## config.mk

```make
export PLATFORM = sky130hd
export DESIGN_NAME = jtag_config_control
export DESIGN_NICKNAME = d
export VERILOG_FILES = /design/src/include/jtag_config_pkg.sv /design/src/hdl/jtag_config_control.sv
export VERILOG_INCLUDE_DIRS = /design/src /design/src/include
export SDC_FILE = /design/constraint.sdc
export NUM_CORES = 1
export LEC_CHECK = 0
export BUFFER_PORTS_ARGS = -buffer_cell sky130_fd_sc_hd__buf_2
export CAP_MARGIN = 20
export CORE_ASPECT_RATIO = 2
export CORE_UTILIZATION = 40
export CTS_BUF_LIST = sky130_fd_sc_hd__clkbuf_16
export DETAILED_ROUTE_END_ITERATION = 6
export GPL_TIMING_DRIVEN = 0
export PLACE_DENSITY = 0.63
export SETUP_SLACK_MARGIN = 0.2
export SYNTH_ARGS = -nofsm -noshare
export SYNTH_HDL_FRONTEND = slang
export SYNTH_SLANG_ARGS = --single-unit
```

## constraint.sdc

```tcl
create_clock -name sys_clk -period 2.4 [get_ports sys_clk]
set_input_delay 0 -clock sys_clk [delete_from_list [all_inputs] [get_ports sys_clk]]
set_output_delay 0 -clock sys_clk [all_outputs]
set_load 0.005 [all_outputs]
```

## src/include/jtag_config_defines.svh

```systemverilog
// constants for the test-port configuration loader
`ifndef JTAG_CONFIG_DEFINES_SVH
`define JTAG_CONFIG_DEFINES_SVH
`define JCFG_IR_W 10
`define JCFG_DR_W 32
`define JCFG_IR_CAPTURE 10'h001
`define JCFG_OP_BYPASS 10'h3FF
`define JCFG_OP_IDCODE 10'h006
`define JCFG_OP_SAMPLE 10'h005
`define JCFG_OP_PROGRAM 10'h002
`define JCFG_OP_STATUS 10'h004
`define JCFG_OP_PARK 10'h2D0
`define JCFG_OP_RESUME 10'h2B0
`define JCFG_OP_IO_SETUP 10'h00D
`define JCFG_CFG_BITS 1024
`define JCFG_ID_VALUE 32'h1234_5679
`define JCFG_RESET_TMS_COUNT 5
`endif

```

## src/include/jtag_config_pkg.sv

```systemverilog
// types for the test-port configuration loader
package jtag_config_pkg;
  typedef enum logic [3:0] {
    TEST_RESET, RUN_IDLE, SEL_DR, CAPTURE_DR, SHIFT_DR, EXIT1_DR,
    PAUSE_DR, EXIT2_DR, UPDATE_DR, SEL_IR, CAPTURE_IR, SHIFT_IR,
    EXIT1_IR, PAUSE_IR, EXIT2_IR, UPDATE_IR
  } tap_state_t;
endpackage

```

## src/hdl/jtag_config_control.sv

```systemverilog
// test-port configuration loader with tap controller
`timescale 1ns/100ps
`include "jtag_config_defines.svh"
// What this block does
// - bypass passes test data through one bit, one test clock late
// - one extra test clock after last bit runs initialization
// - bypass, id and sample run without disturbing configuration
// - pin setup after park lets test port drive the buffers
// - park forces active configuration controllers idle
// - resume re-engages a parked active controller
// - chip-wide clear and output enable never touch test logic
// - complete goes high after good test-port load, else low
// - complete is readable through the test port
// - chain enable output may serve as user pin
// - test-port load starts at once, aborting other modes
// - sample input on rise, drive output on fall, else float
// - chain enable output goes low after good load
module jtag_config_control
  import jtag_config_pkg::*;
#(
  parameter int CFG_BITS = `JCFG_CFG_BITS,
  parameter int PIN_W = 8,
  parameter bit CHAIN_OUT_USER = 1'b0,
  parameter logic [31:0] ID_VALUE = `JCFG_ID_VALUE // arbitrary value
)(
  input wire logic sys_clk,
  input wire logic reset_n,
  input wire logic tck,
  input wire logic tms,
  input wire logic tdi,
  output logic tdo,
  output logic tdo_oe,
  input wire logic chip_wide_clear_n,
  input wire logic chip_wide_output_enable,
  input wire logic [3:0] scheme_select,
  input wire logic [PIN_W-1:0] pin_sample,
  input wire logic user_io_out,
  input wire logic user_io_oe,
  output logic config_complete,
  output logic chain_enable_out_n,
  output logic chain_enable_out_oe,
  output logic active_ctrl_idle,
  output logic io_setup_en,
  output logic config_abort,
  output logic cfg_bit,
  output logic cfg_bit_valid
);

  // ************************************************************
  // pin synchronisers and test clock edges
  // ************************************************************
  logic [2:0] tck_q;
  logic [1:0] tms_q;
  logic [1:0] tdi_q;
  always_ff @(posedge sys_clk)
  begin
    tck_q <= {tck_q[1:0], tck};
    tms_q <= {tms_q[0], tms};
    tdi_q <= {tdi_q[0], tdi};
  end
  wire logic tck_rise = tck_q[1] & ~tck_q[2];
  wire logic tck_fall = ~tck_q[1] & tck_q[2];
  // ************************************************************
  // tap controller
  // ************************************************************
  tap_state_t state_q, state_d;
  always_comb
  begin
    unique case (state_q)
      TEST_RESET: state_d = tms_q[1] ? TEST_RESET : RUN_IDLE;
      RUN_IDLE: state_d = tms_q[1] ? SEL_DR : RUN_IDLE;
      SEL_DR: state_d = tms_q[1] ? SEL_IR : CAPTURE_DR;
      CAPTURE_DR: state_d = tms_q[1] ? EXIT1_DR : SHIFT_DR;
      SHIFT_DR: state_d = tms_q[1] ? EXIT1_DR : SHIFT_DR;
      EXIT1_DR: state_d = tms_q[1] ? UPDATE_DR : PAUSE_DR;
      PAUSE_DR: state_d = tms_q[1] ? EXIT2_DR : PAUSE_DR;
      EXIT2_DR: state_d = tms_q[1] ? UPDATE_DR : SHIFT_DR;
      UPDATE_DR: state_d = tms_q[1] ? SEL_DR : RUN_IDLE;
      SEL_IR: state_d = tms_q[1] ? TEST_RESET : CAPTURE_IR;
      CAPTURE_IR: state_d = tms_q[1] ? EXIT1_IR : SHIFT_IR;
      SHIFT_IR: state_d = tms_q[1] ? EXIT1_IR : SHIFT_IR;
      EXIT1_IR: state_d = tms_q[1] ? UPDATE_IR : PAUSE_IR;
      PAUSE_IR: state_d = tms_q[1] ? EXIT2_IR : PAUSE_IR;
      EXIT2_IR: state_d = tms_q[1] ? UPDATE_IR : SHIFT_IR;
      UPDATE_IR: state_d = tms_q[1] ? SEL_DR : RUN_IDLE;
    endcase
  end
  always_ff @(posedge sys_clk)
  begin
    if (!reset_n)
      state_q <= TEST_RESET;
    else if (tck_rise)
      state_q <= state_d;
  end
  // ************************************************************
  // instruction and data registers
  // ************************************************************
  logic [`JCFG_IR_W-1:0] ir_sr_q, ir_q;
  logic [`JCFG_DR_W-1:0] dr_sr_q;
  logic bypass_q;
  wire logic load_ir = tck_rise && state_q == UPDATE_IR;
  always_ff @(posedge sys_clk)
  begin
    if (!reset_n)
    begin
      ir_sr_q <= '0;
      ir_q <= `JCFG_OP_IDCODE;
    end
    else if (tck_rise)
    begin
      if (state_q == TEST_RESET)
        ir_q <= `JCFG_OP_IDCODE;
      else if (state_q == CAPTURE_IR)
        ir_sr_q <= `JCFG_IR_CAPTURE;
      else if (state_q == SHIFT_IR)
        ir_sr_q <= {tdi_q[1], ir_sr_q[`JCFG_IR_W-1:1]};
      else if (state_q == UPDATE_IR)
        ir_q <= ir_sr_q;
    end
  end
  always_ff @(posedge sys_clk)
  begin
    if (!reset_n)
    begin
      dr_sr_q <= '0;
      bypass_q <= 1'b0;
    end
    else if (tck_rise && state_q == CAPTURE_DR)
    begin
      bypass_q <= 1'b0;
      unique case (ir_q)
        `JCFG_OP_IDCODE: dr_sr_q <= ID_VALUE;
        `JCFG_OP_SAMPLE: dr_sr_q <= 32'(pin_sample);
        `JCFG_OP_STATUS: dr_sr_q <= 32'(config_complete);
        default: dr_sr_q <= '0;
      endcase
    end
    else if (tck_rise && state_q == SHIFT_DR)
    begin
      bypass_q <= tdi_q[1];
      dr_sr_q <= {tdi_q[1], dr_sr_q[`JCFG_DR_W-1:1]};
    end
  end
  // ************************************************************
  // test data output on falling test clock
  // ************************************************************
  logic dr_bit;
  always_comb
  begin
    unique case (ir_q)
      `JCFG_OP_IDCODE, `JCFG_OP_SAMPLE, `JCFG_OP_STATUS: dr_bit = dr_sr_q[0];
      default: dr_bit = bypass_q;
    endcase
  end
  always_ff @(posedge sys_clk)
  begin
    if (!reset_n)
    begin
      tdo <= 1'b0;
      tdo_oe <= 1'b0;
    end
    else if (tck_fall)
    begin
      tdo <= state_q == SHIFT_IR ? ir_sr_q[0] : dr_bit;
      tdo_oe <= state_q == SHIFT_IR || state_q == SHIFT_DR;
    end
  end
  // ************************************************************
  // configuration sequence
  // ************************************************************
  logic busy_q;
  logic [31:0] cnt_q;
  wire logic load_done = busy_q && cnt_q == 32'(CFG_BITS);
  always_ff @(posedge sys_clk)
  begin
    if (!reset_n)
    begin
      busy_q <= 1'b0;
      cnt_q <= '0;
      config_complete <= 1'b0;
      config_abort <= 1'b0;
      cfg_bit <= 1'b0;
      cfg_bit_valid <= 1'b0;
    end
    else
    begin
      config_abort <= 1'b0;
      cfg_bit_valid <= 1'b0;
      if (load_ir && ir_sr_q == `JCFG_OP_PROGRAM)
      begin
        busy_q <= 1'b1;
        cnt_q <= '0;
        config_complete <= 1'b0;
        config_abort <= 1'b1;
      end
      else if (tck_rise && load_done)
      begin
        busy_q <= 1'b0;
        config_complete <= 1'b1;
      end
      else if (tck_rise && busy_q && state_q == SHIFT_DR &&
               ir_q == `JCFG_OP_PROGRAM)
      begin
        cnt_q <= cnt_q + 32'd1;
        cfg_bit <= tdi_q[1];
        cfg_bit_valid <= 1'b1;
      end
    end
  end
  // ************************************************************
  // active controller park and pin setup
  // ************************************************************
  always_ff @(posedge sys_clk)
  begin
    if (!reset_n)
      active_ctrl_idle <= 1'b0;
    else if (load_ir && ir_sr_q == `JCFG_OP_PARK)
      active_ctrl_idle <= 1'b1;
    else if (load_ir && ir_sr_q == `JCFG_OP_RESUME)
      active_ctrl_idle <= 1'b0;
  end
  assign io_setup_en = active_ctrl_idle && ir_q == `JCFG_OP_IO_SETUP;
  assign chain_enable_out_n = CHAIN_OUT_USER ? user_io_out
                                             : !config_complete;
  assign chain_enable_out_oe = CHAIN_OUT_USER ? user_io_oe : 1'b1;
endmodule // jtag_config_control

```

Yosys cells after proc, flatten, opt, wreduce, memory -nomap -nowiden
Cells that the tools add are included.

word-level totals
  word-level logic and storage cells = 113
  latch bits = 0
  memories = 0
  bits in registers = 104
  memory bits (read-only) = 0
  bits of input ports = 21
  RAM bits = 0

operators by class
  bitwise operators = 8
  div/mod/pow operators = 0
  shift operators = 0
  equal/unequal tests = 26
  order comparisons = 0
  $mul = 0
  multiplexer cells = 30
  reduce and logical (&&, ||, !) cells = 31
  $add $sub $neg = 1

operators with widths
  kind                   count
  $pmux 29 s3            1
  $mux 32                2
  $mux 10                6
  $pmux 4 s12            1
  $add 32x1->32 const B  1
  $eq 32x11->1 const B   1
  $eq 4x4->1 const B     8
  $eq 10x3->1 const B    3
  $eq 10x10->1 const B   2
  $eq 10x2->1 const B    2
  $eq 4x3->1 const B     4
  $mux 4                 4
  $logic_and 1x1->1      12
  $mux 1                 11
  $eq 10x4->1 const B    1
  $reduce_bool 2->1      5
  $reduce_or 3->1        3
  $eq 4x2->1 const B     2
  $reduce_or 2->1        4
  $mux 2                 3
  $mux 3                 2
  $not 1->1              6
  $reduce_and 3->1       2
  $eq 4x1->1 const B     1
  other kinds (7)        9

Logic depth before layout (Yosys ltp)
  word-level depth = 6
  depth in mapped cells = 9
  depth with buffers taken out = 7

Worst setup path after synthesis
No wires, ideal clock.

  path kind = register -> register
  start = register ir_q[0]
  end = register cnt_q[20]
  arrival = 2433 ps
  path slack = -92 ps
  path buffers = 2
  stages on the path, launching flop included = 8
  cell sequence = dfxtp_1 buf_6 or4b_1 or4_1 buf_2 or4_1 or4_1 nand2_1

between the ends
  longest elaborated chain between the ends = 3

RTL lines
  item                                line                        RTL
  from (decl)                         jtag_config_control.sv:98   logic [`JCFG_IR_W-1:0] ir_sr_q, ir_q;
  from (signal assigned)              jtag_config_control.sv:107  ir_q <= `JCFG_OP_IDCODE;
  from (signal assigned)              jtag_config_control.sv:112  ir_q <= `JCFG_OP_IDCODE;
  from (signal assigned)              jtag_config_control.sv:118  ir_q <= ir_sr_q;
  $eq 10x2->1 (no source line)        -
  $logic_and 1x1->1 (no source line)  -
  $reduce_and 2->1 (no source line)   -
  to (signal assigned)                jtag_config_control.sv:204  cnt_q <= cnt_q + 32'd1;
  to (decl)                           jtag_config_control.sv:172  logic [31:0] cnt_q;

Every way passes these cells.
A chain may end at the register's enable or synchronous reset.

Worst setup path in the final report
  start = register ir_q[4]
  end = register cnt_q[6]

Same word-level chain as after synthesis.

==> impl_metrics.toml <==
[placement]
dp.final_hpwl_mm = 9.85
place_congestion = 0.914
portBuffers = 20

[drt]
route.final.wire_length_mm = 13.9
vias_per_cell = 6.09
detail-route-antenna-nets = 0
first_iter_violations = 309
detail_route.first_pass.iterations = 5
route.vias.total = 4765
routedWlPerCell_um = 17.8
drc = 0

[floorplan]
rows = 55
num_io_pins = 31
die_width_um = 78.8
initial_utilization = 0.413
die-area_um2 = 12300
dieHeight_um = 156
core_region_area_um2 = 11400

[yosys]
synth-warning-count = 0
ys_types = 52
syn_nets = 607
synthesis.instances = 584
synth-edff-count = 0
yosys.area.top_type_share = 0.441
ys_top_cells_by_area = "sky130_fd_sc_hd__dfxtp_1 (44%), sky130_fd_sc_hd__a21oi_1 (6.1%), sky130_fd_sc_hd__nand2_1 (5.8%)"
number_of_register_bits_inferred_by_synthesis = 104
synth_top_cell_by_area = "sky130_fd_sc_hd__dfxtp_1"
synthFlopType = "sky130_fd_sc_hd__dfxtp_1"
netlist_area_um2 = 4720
ys_seq_area_frac = 0.441
post_syn_area_per_cell_um2 = 8.09
asyncSetResetFlopFracSynth = 0

[cts]
clock_latency_ns = 0.36
tritoncts = "yes"
h_tree_lvls = 3
tritoncts_num_sinks = 104
clkTransAtPathRegs_ns = 0.08
numCtsBuffers = 9
cts-root-buf = "sky130_fd_sc_hd__clkbuf_16"
clock_path_buffers = 2

[finish]
multi_input_area_um2 = 2570
filler_cell_count = 1133
layout-drive-gt1-share = 0.167
antenna-diode-count = 0
final_util = 0.499
areaGrowthSynthToFinish_pct = 20.7
layout.nets = 659
seqCellArea_um2 = 2090

[setup_path]
worst_case_register_to_register_setup_slack_ns = -0.13
worst_path_most_repeated_cell = "sky130_fd_sc_hd__or4_4"
critical_path.startpoint_type = "flop"
crit_required_ns = 2.69
data_arrival_time_of_the_critical_path_ns = 2.82
r2r_endpoint = "cnt_q[6]"
timing.critical_path.slowest_cell_delay_ns = 0.53
critical_path.reg2reg.startpoint = "ir_q[4]"
timing.critical_path.cells = "or4_4 > or4_4 > buf_6 > or4b_4 > or3_1 > a21oi_1"
ff2ff_path_depth = 6
cpMaxStageDelayCell = "sky130_fd_sc_hd__or4_4"
worst_path_class_setup = "flop to flop"
crit_path_max_fanout = 5
crit_path_end_kind = "flop"

[sta]
timing.slew.headroom = 0.552
slew_violations = 0
unrepaired_setup_endpoints_after_global_routing = "yes"
setup_viol_count_final = 8
max_freq_mhz = 395
finalWorstSetupSlack_ns = -0.135
post-route-min-period_ns = 2.53
clock_skew_ns = 0.00911
final.period_utilization = 1.06
report.final.hold_viol_count = 0
tightestPinTransition_ns = 0.673

[min_path]
timing.hold.worst.start = "reset_n"
worstHoldPathCells = 3
worstHoldEndpoint = "dr_sr_q[3]"
worst_hold_check_path_type = "primary input to flop"

[power_and_ir_drop]
irDropWorstVdd_mv = 0.394
totalPowerFinal_mw = 3.31
leakagePower_nw = 1.88
power_density_nw_per_um2 = 581

[global_route]
grt_max_degree = 20
grt_use_total = 0.234
grt_pass1_wl_mm = 22.3
grt_antenna_before_repair = 0
grt.overflow.total = 0
grt_pass1_vias = 4707

[status]
failing_checks = "setup timing"
outcome = "complete, but fails checks"

[job]
drv_cap = 0
## critical path, delay by kind of cell, from the launching register on
kind	cells	cell delay, ns
AND/OR/NAND/NOR	4	1.86
buffers and inverters	1	0.15
AO/OA/AOI/OAI	1	0.13
flip-flops	1	0.33
## cells in the mapped netlist (5+ instances only)
| cell type | count |
|---|---|
| sky130_fd_sc_hd__dfxtp_1 | 104 |
| sky130_fd_sc_hd__nand2_1 | 73 |
| sky130_fd_sc_hd__a21oi_1 | 58 |
| sky130_fd_sc_hd__nand3_1 | 40 |
| sky130_fd_sc_hd__clkbuf_1 | 34 |
| sky130_fd_sc_hd__nor2_1 | 32 |
| sky130_fd_sc_hd__o21ai_0 | 27 |
| sky130_fd_sc_hd__or4_1 | 26 |
| sky130_fd_sc_hd__o31ai_1 | 18 |
| sky130_fd_sc_hd__a22oi_1 | 15 |
| sky130_fd_sc_hd__nor3_1 | 15 |
| sky130_fd_sc_hd__inv_1 | 14 |
| sky130_fd_sc_hd__a31oi_1 | 13 |
| sky130_fd_sc_hd__or3_1 | 13 |
| sky130_fd_sc_hd__nor4_1 | 11 |
| sky130_fd_sc_hd__nand4_1 | 10 |
| sky130_fd_sc_hd__and3_1 | 8 |
| sky130_fd_sc_hd__and4_1 | 6 |
| sky130_fd_sc_hd__buf_1 | 5 |
| sky130_fd_sc_hd__nor4b_1 | 5 |
## through the flow
| step | hold WS, ns | setup WS, ns | instance area, µm² | setup TNS, ns | cells |
|---|---|---|---|---|---|
| CTS | 0.0870 | -0.132 | 5620 | -0.751 | 780 |
| detailed placement | 0.104 | -0.709 | 5010 | -13.20 | 746 |
| floorplan | 0.0277 | -0.0787 | 4740 | -0.428 | 584 |
| global placement | 0.102 | -0.652 | 5010 | -12.12 | 746 |
| global route | 0.133 | -0.189 | 5700 | -1.77 | 783 |
| finish | 0.112 | -0.135 | 5700 | -0.748 | 783 |
## cell type report
type / count / area share
Multi-Input combinational cell: 423 / 0.451
Sequential cell: 104 / 0.366
Timing Repair Buffer: 41 / 0.0509
Buffer: 42 / 0.0415
Clock buffer: 9 / 0.0395
Tap cell: 142 / 0.0312
Clock inverter: 7 / 0.0105
Inverter: 15 / 0.00987
## what timing repair did
action	CTS	global route
pin swaps	15	3
hold buffers	10	0
endpoints found under the hold margin	10	0
buffers inserted	7	3
cloned	1	0
resized for setup	52	22
endpoints found under the setup margin	71	66
## power breakdown
part           internal, mW  total, mW  switching, mW
Clock                 0.725       1.44          0.711
Sequential             1.74       1.74        0.00659
Combinational        0.0496      0.133         0.0830
## state kept, by name, summed over array words and instances, names as in the netlist
| signal | count |
|---|---|
| active_ctrl_idle | 1 |
| busy_q | 1 |
| bypass_q | 1 |
| cfg_bit | 1 |
| cfg_bit_valid | 1 |
| cnt_q | 32 |
| config_abort | 1 |
| config_complete | 1 |
| dr_sr_q | 32 |
| ir_q | 10 |
| ir_sr_q | 10 |
| state_q | 4 |
| tck_q | 3 |
| tdi_q | 2 |
| tdo | 1 |
| tdo_oe | 1 |
| tms_q | 2 |
## how the worst max path moves through the flow
stage                          start         to  cells after the start
after floorplan              ir_q[0]   cnt_q[7]                      7
after global placement    state_q[3]  cnt_q[25]                      7
after detailed placement  state_q[3]  cnt_q[29]                      7
after CTS                    ir_q[4]   cnt_q[6]                      6
after global routing         ir_q[1]  cnt_q[10]                      6
final                        ir_q[4]   cnt_q[6]                      6
## layer usage
layer | track usage | wire length [µm]
met4 | 0.148 | 841
met2 | 0.446 | 7590
met3 | 0.0491 | 558
met5 | 0 | 0
met1 | 0.218 | 4960
## cell families (layout without fill, tap and decap cells)
kind of cell	Yosys count	after routing	synth area share
compound gates	151	151	0.193
xor+xnor	4	4	0.00742
mux	3	3	0.00636
fa+ha+maj	2	2	0.00530
buf+inv	57	114	0.0480
simple gates	262	262	0.298
flops	104	104	0.441
other cells	1	1	0.000794
## placed cells by master, fill, tap and decap left out, drive strengths merged, types with 3 or more instances in the layout
cell type | netlist | routed
a31oi | 13 | 13
a22oi | 15 | 15
nor4b | 6 | 6
or4 | 26 | 26
and4 | 6 | 6
nand2b | 3 | 3
nor3 | 15 | 15
and2 | 3 | 3
o31ai | 18 | 18
nor4 | 11 | 11
or4b | 5 | 5
mux2i | 3 | 3
or3 | 13 | 13
o211ai | 3 | 3
nor2 | 32 | 32
clkinv | 1 | 4
and3 | 8 | 8
nand4 | 10 | 10
clkbuf | 34 | 42
inv | 14 | 18
dlygate4sd3 | 0 | 10
buf | 8 | 40
o21ai | 28 | 28
nand2 | 73 | 73
a21oi | 58 | 58
nand3 | 40 | 40
dfxtp | 104 | 104
nand4b | 4 | 4
xnor2 | 4 | 4
(Power assumes the default switching activity.)
